### src/hdl/rcs_pkg.sv
// Constants, types and register map of the reset and clock supervisor.
// Assumes one 100 MHz system clock and an APB register port with 32-bit data.
//
// Summary of operation
// RL1: Watchdog runs when the boot setting forces it or software enables it.
// RL2: Watchdog counts ticks of its own RC oscillator, not the system clock.
// RL3: Oscillator start-up timer holds reset while a crystal source settles.
// RL4: Power-up delay timer runs only after a power-up event, never otherwise.
// RL5: Reset sources: power-on, power-up delay, start-up timer, programmable brown-out.
// RL6: Sleep ends on external reset, watchdog wake-up or an enabled interrupt.
// RL7: Idle keeps clock sources running and stops the core; Sleep powers down.
// RL8: Power-on or brown-out reset loads the boot clock source; switching stays allowed.
// RL9: One clock control register switches sources and reports clock status.
// RL10: Loss of the primary clock is detected and the fast RC source takes over.
// RL11: PLL multiplier select and a programmable system clock postscaler are provided.
// RL12: Internal reset releases only when all active timers expired and no source asserts.
package rcs_pkg;

   // ----------------------------------------------------------------------
   // Register map
   // ----------------------------------------------------------------------
   localparam logic [7:0]  CLK_CTRL_OFS  = 8'h00;
   localparam logic [7:0]  PWR_CTRL_OFS  = 8'h04;
   localparam logic [7:0]  IRQ_STAT_OFS  = 8'h08;
   localparam logic [7:0]  IRQ_MASK_OFS  = 8'h0C;
   localparam logic [7:0]  RST_CAUSE_OFS = 8'h10;

   localparam int CC_NEWSRC_LSB = 0;
   localparam int CC_SWITCH_BIT = 2;
   localparam int CC_POST_LSB   = 4;
   localparam int CC_PLL_LSB    = 6;
   localparam int CC_CFM_EN_BIT = 8;
   localparam int CC_CURSRC_LSB = 12;
   localparam int CC_FAIL_BIT   = 15;

   localparam int PC_WDT_EN_BIT  = 0;
   localparam int PC_IDLE_BIT    = 1;
   localparam int PC_SLEEP_BIT   = 2;
   localparam int PC_WDT_CLR_BIT = 3;

   localparam int IRQ_W       = 4;
   localparam int IRQ_WDT     = 0;
   localparam int IRQ_CFAIL   = 1;
   localparam int IRQ_WAKE    = 2;
   localparam int IRQ_SWDONE  = 3;

   localparam int CAUSE_W   = 4;
   localparam int CAUSE_POR = 0;
   localparam int CAUSE_BOR = 1;
   localparam int CAUSE_EXT = 2;
   localparam int CAUSE_WDT = 3;

   localparam logic [IRQ_W-1:0]   IRQ_RST   = 4'h0;
   localparam logic [CAUSE_W-1:0] CAUSE_RST = 4'h0;
   localparam logic [1:0]         FIELD2_RST = 2'h0;

   // ----------------------------------------------------------------------
   // Timing
   // ----------------------------------------------------------------------
   localparam int TMR_W             = 16;
   localparam int POWERUP_DELAY_TIMER_CYCLES_DEF   = 1024;
   localparam int OST_CYCLES_DEF    = 1024;
   localparam int WDT_TICKS_DEF     = 512;
   localparam int CFM_LIMIT         = 64;
   localparam int POST_W            = 6;

   // ----------------------------------------------------------------------
   // Types
   // ----------------------------------------------------------------------
   typedef enum logic [1:0] {
      SRC_FRC       = 2'b00,
      SRC_LPRC      = 2'b01,
      SRC_PRIMARY   = 2'b10,
      SRC_SECONDARY = 2'b11
   } clk_src_type;

   typedef enum logic [2:0] {
      ST_RESET = 3'b000,
      ST_HOLD  = 3'b001,
      ST_RUN   = 3'b010,
      ST_IDLE  = 3'b011,
      ST_SLEEP = 3'b100
   } pwr_state_type;

   typedef struct packed {
      logic        wdtOn;
      logic        pwrtEn;
      logic [1:0]  borLevel;
      clk_src_type oscSel;
   } boot_cfg_type;

   typedef struct packed {
      logic        oscEn;
      logic        coreClkEn;
      logic        periphClkEn;
      clk_src_type src;
      logic [1:0]  pllMul;
      logic        sysTick;
   } clk_ctrl_type;

   // Crystal sources need the start-up delay before the core may run.
   function automatic logic needsOst(input clk_src_type src);
      return (src == SRC_PRIMARY) || (src == SRC_SECONDARY);
   endfunction

   // Postscaler divides by 1, 4, 16 or 64.
   function automatic logic [POST_W-1:0] postLimit(input logic [1:0] sel);
      case (sel)
         2'd0:    return 6'h00;
         2'd1:    return 6'h03;
         2'd2:    return 6'h0F;
         default: return 6'h3F;
      endcase
   endfunction

endpackage

### src/hdl/reset_clock_supervisor.sv
// Reset sequencer, power-state control, watchdog and clock selection.
// Assumes APB master on sys_clk and all status inputs synchronous to it.
`timescale 1ns/1ps
module reset_clock_supervisor
   import rcs_pkg::*;
#(
   parameter int POWERUP_DELAY_TIMER_CYCLES = POWERUP_DELAY_TIMER_CYCLES_DEF,
   parameter int OST_CYCLES  = OST_CYCLES_DEF,
   parameter int WDT_TICKS   = WDT_TICKS_DEF
)(
   input  wire logic         sys_clk,
   input  wire logic         nrst,
   input  wire logic [7:0]   paddr,
   input  wire logic         psel,
   input  wire logic         penable,
   input  wire logic         pwrite,
   input  wire logic [31:0]  pwdata,
   output logic [31:0]       prdata,
   output logic              pready,
   output logic              pslverr,
   input  wire boot_cfg_type bootCfg,
   input  wire logic         porEvent,
   input  wire logic         brownoutDet,
   input  wire logic         extResetN,
   input  wire logic         wdtOscTick,
   input  wire logic         primActivity,
   input  wire logic         wakeIrq,
   output logic              coreResetN,
   output clk_ctrl_type      clkCtrl,
   output logic [1:0]        borTripSel,
   output logic              irq
);
   localparam logic [TMR_W-1:0] POWERUP_DELAY_TIMER_LOAD = TMR_W'(POWERUP_DELAY_TIMER_CYCLES);
   localparam logic [TMR_W-1:0] OST_LOAD  = TMR_W'(OST_CYCLES);
   localparam logic [TMR_W-1:0] WDT_LAST  = TMR_W'(WDT_TICKS - 1);

   pwr_state_type        state_r, state_nxt;
   clk_src_type          curSrc_r;
   logic [1:0]           postSel_r, pllMul_r;
   logic                 cfmEn_r, failFlag_r, swWdtEn_r, bootDone_r, powerupPend_r;
   logic [TMR_W-1:0]     wdtCnt_r;
   logic                 wdtBite_r;
   logic [POST_W-1:0]    postCnt_r;
   logic                 sysTick_r, coreResetN_r;
   logic [IRQ_W-1:0]     irqStat_r, irqMask_r;
   logic [CAUSE_W-1:0]   cause_r;
   logic [31:0]          prdata_r;

   // ----------------------------------------------------------------------
   // APB decode
   // ----------------------------------------------------------------------
   wire selClk   = (paddr == CLK_CTRL_OFS);
   wire selPwr   = (paddr == PWR_CTRL_OFS);
   wire selStat  = (paddr == IRQ_STAT_OFS);
   wire selMask  = (paddr == IRQ_MASK_OFS);
   wire selCause = (paddr == RST_CAUSE_OFS);
   wire mapped   = selClk || selPwr || selStat || selMask || selCause;
   wire access   = psel && penable;
   wire wrEn     = access && pwrite && mapped;
   wire wrClk    = wrEn && selClk;
   wire wrPwr    = wrEn && selPwr;

   assign pready  = 1'b1;
   assign pslverr = access && !mapped;
   assign prdata  = prdata_r;

   wire clk_src_type newSrc = clk_src_type'(pwdata[CC_NEWSRC_LSB +: 2]);
   wire swReq    = wrClk && pwdata[CC_SWITCH_BIT] && (state_r == ST_RUN)
                   && (newSrc != curSrc_r);
   wire idleReq  = wrPwr && pwdata[PC_IDLE_BIT];
   wire sleepReq = wrPwr && pwdata[PC_SLEEP_BIT];
   wire wdtClr   = wrPwr && pwdata[PC_WDT_CLR_BIT];

   wire [31:0] clkCtrlRd = {16'h0000, failFlag_r, 1'b0, curSrc_r, 3'b000, cfmEn_r,
                            pllMul_r, postSel_r, 4'h0};
   wire [31:0] pwrCtrlRd = {31'h0000_0000, swWdtEn_r};
   wire [31:0] readMux   = selClk   ? clkCtrlRd :
                           selPwr   ? pwrCtrlRd :
                           selStat  ? {28'h000_0000, irqStat_r} :
                           selMask  ? {28'h000_0000, irqMask_r} :
                           selCause ? {28'h000_0000, cause_r} : 32'h0000_0000;

   always_ff @(posedge sys_clk or negedge nrst) begin
      if (!nrst) begin
         prdata_r <= 32'h0000_0000;
      end else if (psel && !penable && !pwrite) begin
         prdata_r <= readMux;
      end
   end

   // ----------------------------------------------------------------------
   // Reset sources and holding timers
   // ----------------------------------------------------------------------
   wire wdtEnable  = bootCfg.wdtOn || swWdtEn_r;                     // [RL1]
   wire wdtReset   = wdtBite_r && (state_r == ST_RUN);
   wire srcAsserted = porEvent || brownoutDet || !extResetN || wdtReset; // [RL5]
   wire timersGo   = (state_r == ST_RESET) && !srcAsserted;
   wire pwrtStart  = timersGo && powerupPend_r && bootCfg.pwrtEn;    // [RL4]
   // The boot source loads on the edge that starts the timers, so look ahead to it.
   wire ostStart   = timersGo && needsOst(bootDone_r ? curSrc_r : bootCfg.oscSel); // [RL3]
   logic pwrtBusy, ostBusy;

   hold_timer u_powerup_delay_timer (
      .sys_clk (sys_clk),
      .nrst    (nrst),
      .start   (pwrtStart),
      .load    (POWERUP_DELAY_TIMER_LOAD),
      .busy    (pwrtBusy)
   );

   hold_timer u_ost (
      .sys_clk (sys_clk),
      .nrst    (nrst),
      .start   (ostStart),
      .load    (OST_LOAD),
      .busy    (ostBusy)
   );

   assign borTripSel = bootCfg.borLevel;                             // [RL5]

   // ----------------------------------------------------------------------
   // Power state machine
   // ----------------------------------------------------------------------
   wire wakeEvt = ((state_r == ST_SLEEP) || (state_r == ST_IDLE))
                  && !srcAsserted && (wakeIrq || wdtBite_r);         // [RL6]

   always_comb begin
      state_nxt = state_r;
      case (state_r)
         ST_RESET: begin
            if (!srcAsserted) state_nxt = ST_HOLD;
         end
         ST_HOLD: begin
            if (srcAsserted) state_nxt = ST_RESET;
            else if (!pwrtBusy && !ostBusy) state_nxt = ST_RUN;      // [RL12]
         end
         ST_RUN: begin
            if (srcAsserted) state_nxt = ST_RESET;
            else if (sleepReq) state_nxt = ST_SLEEP;
            else if (idleReq) state_nxt = ST_IDLE;
         end
         ST_IDLE, ST_SLEEP: begin
            if (srcAsserted) state_nxt = ST_RESET;
            else if (wakeEvt) state_nxt = ST_RUN;                    // [RL6]
         end
         default: state_nxt = ST_RESET;
      endcase
   end

   always_ff @(posedge sys_clk or negedge nrst) begin
      if (!nrst) begin
         state_r       <= ST_RESET;
         coreResetN_r  <= 1'b0;
         powerupPend_r <= 1'b1;
      end else begin
         state_r       <= state_nxt;
         coreResetN_r  <= (state_nxt != ST_RESET) && (state_nxt != ST_HOLD); // [RL12]
         if (porEvent) powerupPend_r <= 1'b1;
         else if (timersGo) powerupPend_r <= 1'b0;                   // [RL4]
      end
   end

   assign coreResetN = coreResetN_r;

   // ----------------------------------------------------------------------
   // Watchdog on its own oscillator ticks
   // ----------------------------------------------------------------------
   // Counting only on wdtOscTick keeps the watchdog alive if the system source dies.
   always_ff @(posedge sys_clk or negedge nrst) begin
      if (!nrst) begin
         wdtCnt_r  <= '0;
         wdtBite_r <= 1'b0;
      end else begin
         wdtBite_r <= 1'b0;
         if (!wdtEnable || wdtClr || state_r == ST_RESET) begin
            wdtCnt_r <= '0;
         end else if (wdtOscTick) begin                              // [RL2]
            if (wdtCnt_r == WDT_LAST) begin
               wdtCnt_r  <= '0;
               wdtBite_r <= 1'b1;
            end else begin
               wdtCnt_r <= wdtCnt_r + 1'b1;
            end
         end
      end
   end

   // ----------------------------------------------------------------------
   // Clock selection, fail monitor, PLL and postscaler
   // ----------------------------------------------------------------------
   logic cfmFail;
   wire  loadBoot = porEvent || brownoutDet || !bootDone_r;

   clk_fail_monitor u_cfm (
      .sys_clk  (sys_clk),
      .nrst     (nrst),
      .enable   (cfmEn_r && curSrc_r == SRC_PRIMARY && state_r != ST_SLEEP),
      .activity (primActivity),
      .failed   (cfmFail)
   );

   always_ff @(posedge sys_clk or negedge nrst) begin
      if (!nrst) begin
         curSrc_r   <= SRC_FRC;
         bootDone_r <= 1'b0;
         failFlag_r <= 1'b0;
      end else begin
         bootDone_r <= 1'b1;
         if (loadBoot) begin
            curSrc_r   <= bootCfg.oscSel;                            // [RL8]
            failFlag_r <= 1'b0;
         end else if (cfmFail) begin
            curSrc_r   <= SRC_FRC;                                   // [RL10]
            failFlag_r <= 1'b1;
         end else if (swReq) begin
            curSrc_r   <= newSrc;                                    // [RL9]
         end
      end
   end

   always_ff @(posedge sys_clk or negedge nrst) begin
      if (!nrst) begin
         postSel_r <= FIELD2_RST;
         pllMul_r  <= FIELD2_RST;
         cfmEn_r   <= 1'b0;
         swWdtEn_r <= 1'b0;
      end else begin
         if (wrClk) begin
            postSel_r <= pwdata[CC_POST_LSB +: 2];                   // [RL11]
            pllMul_r  <= pwdata[CC_PLL_LSB +: 2];                    // [RL11]
            cfmEn_r   <= pwdata[CC_CFM_EN_BIT];
         end
         if (wrPwr) swWdtEn_r <= pwdata[PC_WDT_EN_BIT];              // [RL1]
      end
   end

   always_ff @(posedge sys_clk or negedge nrst) begin
      if (!nrst) begin
         postCnt_r <= '0;
         sysTick_r <= 1'b0;
      end else if (postCnt_r >= postLimit(postSel_r)) begin
         postCnt_r <= '0;
         sysTick_r <= 1'b1;                                          // [RL11]
      end else begin
         postCnt_r <= postCnt_r + 1'b1;
         sysTick_r <= 1'b0;
      end
   end

   assign clkCtrl.oscEn       = (state_r != ST_SLEEP);               // [RL7]
   assign clkCtrl.coreClkEn   = (state_r == ST_RUN);                 // [RL7]
   assign clkCtrl.periphClkEn = (state_r == ST_RUN) || (state_r == ST_IDLE);
   assign clkCtrl.src         = curSrc_r;
   assign clkCtrl.pllMul      = pllMul_r;
   assign clkCtrl.sysTick     = sysTick_r && (state_r != ST_SLEEP);

   // ----------------------------------------------------------------------
   // Interrupt status, mask and reset cause
   // ----------------------------------------------------------------------
   wire [IRQ_W-1:0]   irqSet   = {swReq, wakeEvt, cfmFail, wdtBite_r};
   wire [IRQ_W-1:0]   irqClr   = (wrEn && selStat) ? pwdata[IRQ_W-1:0] : IRQ_RST;
   wire [CAUSE_W-1:0] causeSet = {wdtReset, !extResetN, brownoutDet, porEvent};
   wire [CAUSE_W-1:0] causeClr = (wrEn && selCause) ? pwdata[CAUSE_W-1:0] : CAUSE_RST;

   // Set wins over a write-one clear landing in the same cycle.
   always_ff @(posedge sys_clk or negedge nrst) begin
      if (!nrst) begin
         irqStat_r <= IRQ_RST;
         irqMask_r <= IRQ_RST;
         cause_r   <= CAUSE_RST;
      end else begin
         irqStat_r <= (irqStat_r & ~irqClr) | irqSet;
         cause_r   <= (cause_r & ~causeClr) | causeSet;
         if (wrEn && selMask) irqMask_r <= pwdata[IRQ_W-1:0];
      end
   end

   assign irq = |(irqStat_r & irqMask_r);
endmodule

### src/hdl/hold_timer.sv
// One-shot down counter that reports busy while a reset-holding delay runs.
// Assumes start is a one-cycle pulse on sys_clk.
`timescale 1ns/1ps
module hold_timer
   import rcs_pkg::*;
(
   input  wire logic             sys_clk,
   input  wire logic             nrst,
   input  wire logic             start,
   input  wire logic [TMR_W-1:0] load,
   output logic                  busy
);
   logic [TMR_W-1:0] cnt_r;

   always_ff @(posedge sys_clk or negedge nrst) begin
      if (!nrst) begin
         cnt_r <= '0;
      end else if (start) begin
         cnt_r <= load;
      end else if (cnt_r != '0) begin
         cnt_r <= cnt_r - 1'b1;
      end
   end

   assign busy = (cnt_r != '0);

endmodule

### src/hdl/clk_fail_monitor.sv
// Watches activity pulses of the primary clock and flags its loss.
// Assumes activity is a pulse per primary clock edge, resampled onto sys_clk.
`timescale 1ns/1ps
module clk_fail_monitor
   import rcs_pkg::*;
(
   input  wire logic sys_clk,
   input  wire logic nrst,
   input  wire logic enable,
   input  wire logic activity,
   output logic      failed
);
   localparam logic [7:0] LAST = 8'(CFM_LIMIT - 1);
   logic [7:0] gap_r;

   // A silent gap one cycle short of the full limit raises one pulse; the count then rests at LAST.
   always_ff @(posedge sys_clk or negedge nrst) begin
      if (!nrst) begin
         gap_r <= '0;
      end else if (!enable || activity) begin
         gap_r <= '0;
      end else if (gap_r != LAST) begin
         gap_r <= gap_r + 1'b1;
      end
   end

   assign failed = enable && !activity && (gap_r == LAST - 8'h01); // [RL10]

endmodule

### config.mk
export PLATFORM = sky130hd
export DESIGN_NAME = reset_clock_supervisor
export DESIGN_NICKNAME = d
export VERILOG_FILES = /design/src/hdl/rcs_pkg.sv /design/src/hdl/reset_clock_supervisor.sv /design/src/hdl/hold_timer.sv /design/src/hdl/clk_fail_monitor.sv
export SDC_FILE = /design/constraint.sdc
export NUM_CORES = 1
export LEC_CHECK = 0
export BUFFER_PORTS_ARGS = -buffer_cell sky130_fd_sc_hd__buf_2
export CAP_MARGIN = 30
export CORE_ASPECT_RATIO = 0.5
export CORE_MARGIN = 2
export CORE_UTILIZATION = 50
export CTS_CLUSTER_SIZE = 10
export DETAILED_ROUTE_END_ITERATION = 8
export PLACE_DENSITY = 0.73
export SYNTH_ARGS = -nofsm -noshare
export SYNTH_HDL_FRONTEND = slang
export SYNTH_SLANG_ARGS = --single-unit
### constraint.sdc
create_clock -name sys_clk -period 7.2 [get_ports sys_clk]
set_clock_uncertainty 0.05 [all_clocks]
set_input_delay 1.44 -clock sys_clk [delete_from_list [all_inputs] [get_ports sys_clk]]
set_output_delay 1.44 -clock sys_clk [all_outputs]
set_load 0.05 [all_outputs]
# Yosys cells after proc, flatten, opt, wreduce, memory -nomap -nowiden
# Index checks and enable logic that the tools add are counted.
op_classes:
  n_mux: 39
  magnitude_cmp: 1
  addsub: 5
  bitwise: 7
  eq_ne: 19
  n_reduce_logical: 73
op_table:
  columns: ["op", "count"]
  rows:
  - ["$mux 16", 8]
  - ["$reduce_bool 16->1", 2]
  - ["$sub 16x1->16 const B", 2]
  - ["$logic_and 1x1->1", 31]
  - ["$mux 3", 8]
  - ["$mux 4", 6]
  - ["$pmux 6 s3", 1]
  - ["$add 16x1->16 const B", 1]
  - ["$eq 16x9->1 const B", 1]
  - ["$eq 8x4->1 const B", 2]
  - ["$logic_or 1x1->1", 16]
  - ["$mux 8", 2]
  - ["$and 4x4->4", 3]
  - ["$pmux 3 s4", 1]
  - ["$reduce_bool 2->1", 6]
  - ["$logic_not 1->1", 11]
  - ["$add 8x1->8 const B", 1]
  - ["$eq 2x2->1 const B", 4]
  - ["$eq 8x3->1 const B", 1]
  - ["$eq 8x5->1 const B", 1]
  - ["$eq 8x6->1 const B", 1]
  - ["$logic_not 8->1", 1]
  - ["$mux 1", 8]
  - ["$mux 2", 4]
  - ["18 further kinds", 22]
totals:
  out_inout_bits: 46
  regBits: 123
  elab_cells: 165
  inputBits: 57

# Logic depth before layout (Yosys ltp)
logic_depth:
  depth_word: 14
  ltp_mapped: 7
  ltp_nobuf: 7

# Hierarchy
# From an unflattened synthesis, not the netlist that was laid out.
hier_totals:
  cells_unflattened: 610
  area_unflattened_um2: 5838.1
modules_own_cells:
  columns: ["mod", "instances", "seq_area_each_um2", "area_per_inst_um2", "cells_each"]
  rows:
  - ["reset_clock_supervisor", 1, 1577.8, 3372.0, 352]
  - ["hold_timer", 2, 400.4, 1007.2, 105]
  - ["clk_fail_monitor", 1, 200.2, 451.7, 48]

# Worst setup path before layout
# Ideal clock, no wire load.
synth_path:
  path_type: "input port to output port"
  startpoint: "input port paddr[2]"
  endpoint: "output port pslverr"
  path_stages: 4
  arrival_ns: 2.875
  n_path_buf: 2
  required_ns: 5.710
  path_slack_ns: 2.835
  cell_sequence: "clkbuf_1 > clkbuf_1 > o21ai_0 > a21oi_1"
synth_via:
  elab_chain_len: 7
  elab_cells_between_ends: 11
  cone_classes: "eq/ne: 4; reduce/logical: 7"
synth_rtl:
  columns: ["element", "line", "rtl"]
  rows:
  - ["from (decl)", "reset_clock_supervisor.sv:13", "input wire logic [7:0] paddr,"]
  - ["$eq 8x3->1 or $logic_not 8->1 (tied branches)", "reset_clock_supervisor.sv:53, reset_clock_supervisor.sv:52", null]
  - ["$logic_or 1x1->1 (3 in series)", "reset_clock_supervisor.sv:57", "wire mapped = selClk || selPwr || selStat || selMask || selCause;"]
  - ["$logic_or 1x1->1 (*)", "reset_clock_supervisor.sv:57", null]
  - ["$logic_not 1->1 (*)", "reset_clock_supervisor.sv:64", "assign pslverr = access && !mapped;"]
  - ["$logic_and 1x1->1 (*)", "reset_clock_supervisor.sv:64", null]
  - ["to (decl)", "reset_clock_supervisor.sv:20", "output logic pslverr,"]
# Every way passes the cells marked *; elsewhere a longest branch is shown, timed or not.

# Worst setup path in the final report
layout_path:
  startpoint: "input port paddr[7]"
  endpoint: "output port pslverr"
# The elaborated chain is that of the path after synthesis.

==> load_flow_metrics.sql <==
INSERT INTO impl_metrics (metric_group, metric, value, unit) VALUES
('yosys', 'mean_instance_size_in_the_synthesized_netlist', '9.68', 'um^2'),
('clock_tree', 'path_clk_slew', '0.07', 'ns'),
('timing', 'worst_slew_pin_slew', '1.02', 'ns'),
('pwr', 'total_power', '1.73', 'mW'),
('yosys', 'synthesis.area', '5420', 'um^2'),
('route', 'routed-via-count', '4332', ''),
('layout', 'layout.nets', '686', ''),
('clock_tree', 'tritoncts.num_buffers', '9', ''),
('clock_tree', 'postCtsHoldBufs', '0', ''),
('layout', 'area_of_the_multi_input_gates', '2640', 'um^2'),
('timing', 'final_cycle_share', '57.5', '%'),
('route', 'drt-vias-per-instance', '5.69', ''),
('layout', 'syn2layout_area_growth', '13.2', '%'),
('pwr', 'internal_pwr_total', '1.18', 'mW'),
('timing', 'fmaxAchievable', '242', 'MHz'),
('die', 'fp-row-count', '26', ''),
('clock_tree', 'clock_network_latency_to_the_later_pin_of_the_worst_skew_pair', '0.35', 'ns'),
('timing', 'layout_setup_ws', '3.06', 'ns'),
('layout', 'drive_above_1_share', '16.1', '%'),
('pwr', 'switching_part_of_the_total_power', '32.0', '%'),
('yosys', 'synth_cell_type_count', '59', ''),
('yosys', 'synth-edff-count', '0', ''),
('global_route', 'grt_overflow_total', '0', ''),
('pwr', 'netSwitchingPower', '0.553', 'mW'),
('yosys', 'yosys-top-cells-area', 'sky130_fd_sc_hd__dfrtp_1 (47%), sky130_fd_sc_hd__nor2_1 (5.1%), sky130_fd_sc_hd__xor2_1 (3.9%), sky130_fd_sc_hd__nand2_1 (3.5%), sky130_fd_sc_hd__buf_4 (3.2%)', ''),
('layout', 'post_layout_nonfiller_instances', '762', ''),
('pwr', 'power_density', '282', 'nW/um^2'),
('clock_tree', 'htree_num_levels', '3', ''),
('setup_path', 'reg2regPathDepth', '5', ''),
('global_route', 'grt_max_degree', '65', ''),
('job', 'max_cap_viol_count', '0', ''),
('timing', 'finalSetupViolations', '0', ''),
('clock_tree', 'clock_tree.buffer_depth', '2', ''),
('layout', 'layout.cell_area.non_filler', '6140', 'um^2'),
('clock_tree', 'buffers_inserted_during_post_cts_setup_optimization', '0', ''),
('clock_tree', 'cts_resized', '0', ''),
('pwr', 'power.leakage', '2.74', 'nW'),
('timing', 'report.final.slew_viol_count', '0', ''),
('place', 'globalplace.congestion', '0.866', ''),
('place', 'pre_cts_slack', '3.06', 'ns'),
('timing', 'rsz0062_at_grt', 'no', ''),
('die', 'floorplan.io_pins', '103', ''),
('route', 'route.antenna.remaining_nets', '0', ''),
('yosys', 'synth_cells', '560', ''),
('run_status', 'status', 'complete, no violations', ''),
('setup_path', 'setup.worst_path.start_class', 'input port', ''),
('place', 'place.detailed.instances', '745', ''),
('die', 'floorplan.die_area', '11700', 'um^2'),
('layout', 'final.fill_count', '921', ''),
('route', 'detail_route.wirelength', '11600', 'um'),
('clock_tree', 'clock_sinks', '103', ''),
('yosys', 'synthArstFlopShare', '100', '%'),
('timing', 'finalHoldWorstSlack', '0.423', 'ns'),
('pwr', 'comb_power_share', '22.4', '%'),
('global_route', 'gr-usage-all-layers', '21.4', '%'),
('place', 'dpl_cell_area', '5780', 'um^2'),
('worst_hold_path', 'worstHoldPathType', 'flip-flop to flip-flop', ''),
('yosys', 'share_of_synthesized_area_occupied_by_flip_flops_and_latches', '47.6', '%'),
('setup_path', 'crit_required', '5.71', 'ns'),
('setup_path', 'worstSetupEndpointType', 'primary output', ''),
('clock_tree', 'tritoncts', 'done', ''),
('timing', 'slew_headroom', '31.4', '%'),
('pwr', 'clock_power_share', '32.8', '%'),
('route', 'post-route-drc-count', '0', ''),
('worst_hold_path', 'hold_depth', '1', ''),
('die', 'initial_utilization', '52.2', '%'),
('die', 'design.core.area', '10400', 'um^2'),
('place', 'place_hpwl', '8120', 'um'),
('clock_tree', 'clock_tree.root_cell', 'sky130_fd_sc_hd__clkbuf_16', ''),
('global_route', 'grt_pass1_wl', '20000', 'um'),
('route', 'routed_wire_length_per_instance', '15.2', 'um');
[worst paths after layout]
check | startpoint | end | slack, ns
max | paddr[7] | pslverr | 3.06
max reg2reg | wdtCnt_r[13] | wdtCnt_r[12] | 4.61
max in group asynchronous | nrst | powerupPend_r | 5.24
min reg2reg | cause_r[0] | cause_r[0] | 0.42
min | cause_r[0] | cause_r[0] | 0.42
min in group asynchronous | nrst | wdtCnt_r[5] | 0.91
[logic make-up (layout without fill, tap and decap cells)]
family                     after synthesis  count (layout)  synth area share [%]
DFF                                    103             103                  47.6
adders and majority gates               12              12                  2.77
xor gates and xnor gates                40              40                  6.46
and+or+nand+nor                        247             247                  23.3
buffers and inverters                   50              92                  5.10
AOI/OAI and AO/OA                       90              90                  11.5
muxes                                   16              16                  3.16
other                                    2              22                 0.139
[sequential cells by signal, indices dropped and copies added (netlist names)]
name                         cells
u_ost.cnt_r                     16
u_powerup_delay_timer.cnt_r     16
wdtCnt_r                        16
prdata                          12
u_cfm.gap_r                      8
postCnt_r                        6
cause_r                          4
irqMask_r                        4
irqStat_r                        4
state_r                          3
curSrc_r                         2
pllMul_r                         2
postSel_r                        2
bootDone_r                       1
cfmEn_r                          1
coreResetN                       1
failFlag_r                       1
powerupPend_r                    1
swWdtEn_r                        1
sysTick_r                        1
wdtBite_r                        1
[worst max-delay path, cell delays in order]
cell and delay, ns:
sky130_fd_sc_hd__buf_2 0.10, sky130_fd_sc_hd__or4_1 0.62, sky130_fd_sc_hd__nor2_1 0.18, sky130_fd_sc_hd__a21oi_1 0.09
sky130_fd_sc_hd__buf_2 0.21
[final cells by class]
type / count / area share [%]
repair buffers: 60 / 5.46
clock inverters: 5 / 1.71
flip-flops and latches: 103 / 42.0
clock buffers: 11 / 3.96
inverters: 16 / 0.979
multi-input cells: 427 / 43.0
well taps: 140 / 2.85
[per-layer routing]
layer | GRT usage [%] | part of all wire, % | vias to the layer above
li1 | - | - | 2091
met1 | 28.5 | 47 | 2120
met2 | 35.8 | 48 | 108
met3 | 4.65 | 4.4 | 13
met4 | 5.05 | 1.1 | 0
met5 | 0 | 0 | -
[synth_stat cells (all sizes together), types with 9 or more instances]
library cell	count
dfrtp	102
nor2	74
nand2	50
a21oi	24
buf	24
xor2	24
nand3	21
inv	16
nand4	16
nor4	16
xnor2	16
nor3	15
o21ai	15
ha	12
clkbuf	10
or4	10
a22o	9
mux2	9
[power groups by stage]
| stage | clock, mW | combinational [mW] | sequential [mW] |
|---|---|---|---|
| after floorplan | 0 | 0.307 | 0.765 |
| after global placement | 0 | 0.365 | 0.781 |
| after detailed placement | 0 | 0.381 | 0.783 |
| after CTS | 0.577 | 0.389 | 0.774 |
| after global routing | 0.600 | 0.441 | 0.794 |
| final | 0.567 | 0.387 | 0.776 |
[cell usage in the layout, fill, tap and decap left out, types with 3 or more instances in the layout]
cell,instances
sky130_fd_sc_hd__a211oi_1,7
sky130_fd_sc_hd__nand3_1,21
sky130_fd_sc_hd__nor2_1,74
sky130_fd_sc_hd__nor2b_1,5
sky130_fd_sc_hd__dfrtp_1,102
sky130_fd_sc_hd__bufinv_16,3
sky130_fd_sc_hd__mux2_2,9
sky130_fd_sc_hd__o21ai_0,15
sky130_fd_sc_hd__a22o_1,9
sky130_fd_sc_hd__nor3_1,15
sky130_fd_sc_hd__nand3b_1,5
sky130_fd_sc_hd__xor2_1,24
sky130_fd_sc_hd__nand2_1,50
sky130_fd_sc_hd__nand4_1,16
sky130_fd_sc_hd__o41ai_1,3
sky130_fd_sc_hd__conb_1,22
sky130_fd_sc_hd__buf_2,53
sky130_fd_sc_hd__nor3b_1,4
sky130_fd_sc_hd__or3_1,6
sky130_fd_sc_hd__ha_1,12
sky130_fd_sc_hd__a21o_1,6
sky130_fd_sc_hd__a21oi_1,24
sky130_fd_sc_hd__and3_1,5
sky130_fd_sc_hd__or4b_2,3
sky130_fd_sc_hd__o31ai_1,7
sky130_fd_sc_hd__xnor2_1,16
sky130_fd_sc_hd__nor4_1,15
sky130_fd_sc_hd__buf_4,5
sky130_fd_sc_hd__inv_1,16
sky130_fd_sc_hd__mux2i_1,7
sky130_fd_sc_hd__clkbuf_16,9
sky130_fd_sc_hd__nand2b_1,5
sky130_fd_sc_hd__or2_2,3
sky130_fd_sc_hd__or4_1,8
No activity file was read; power rests on OpenSTA's default activity.
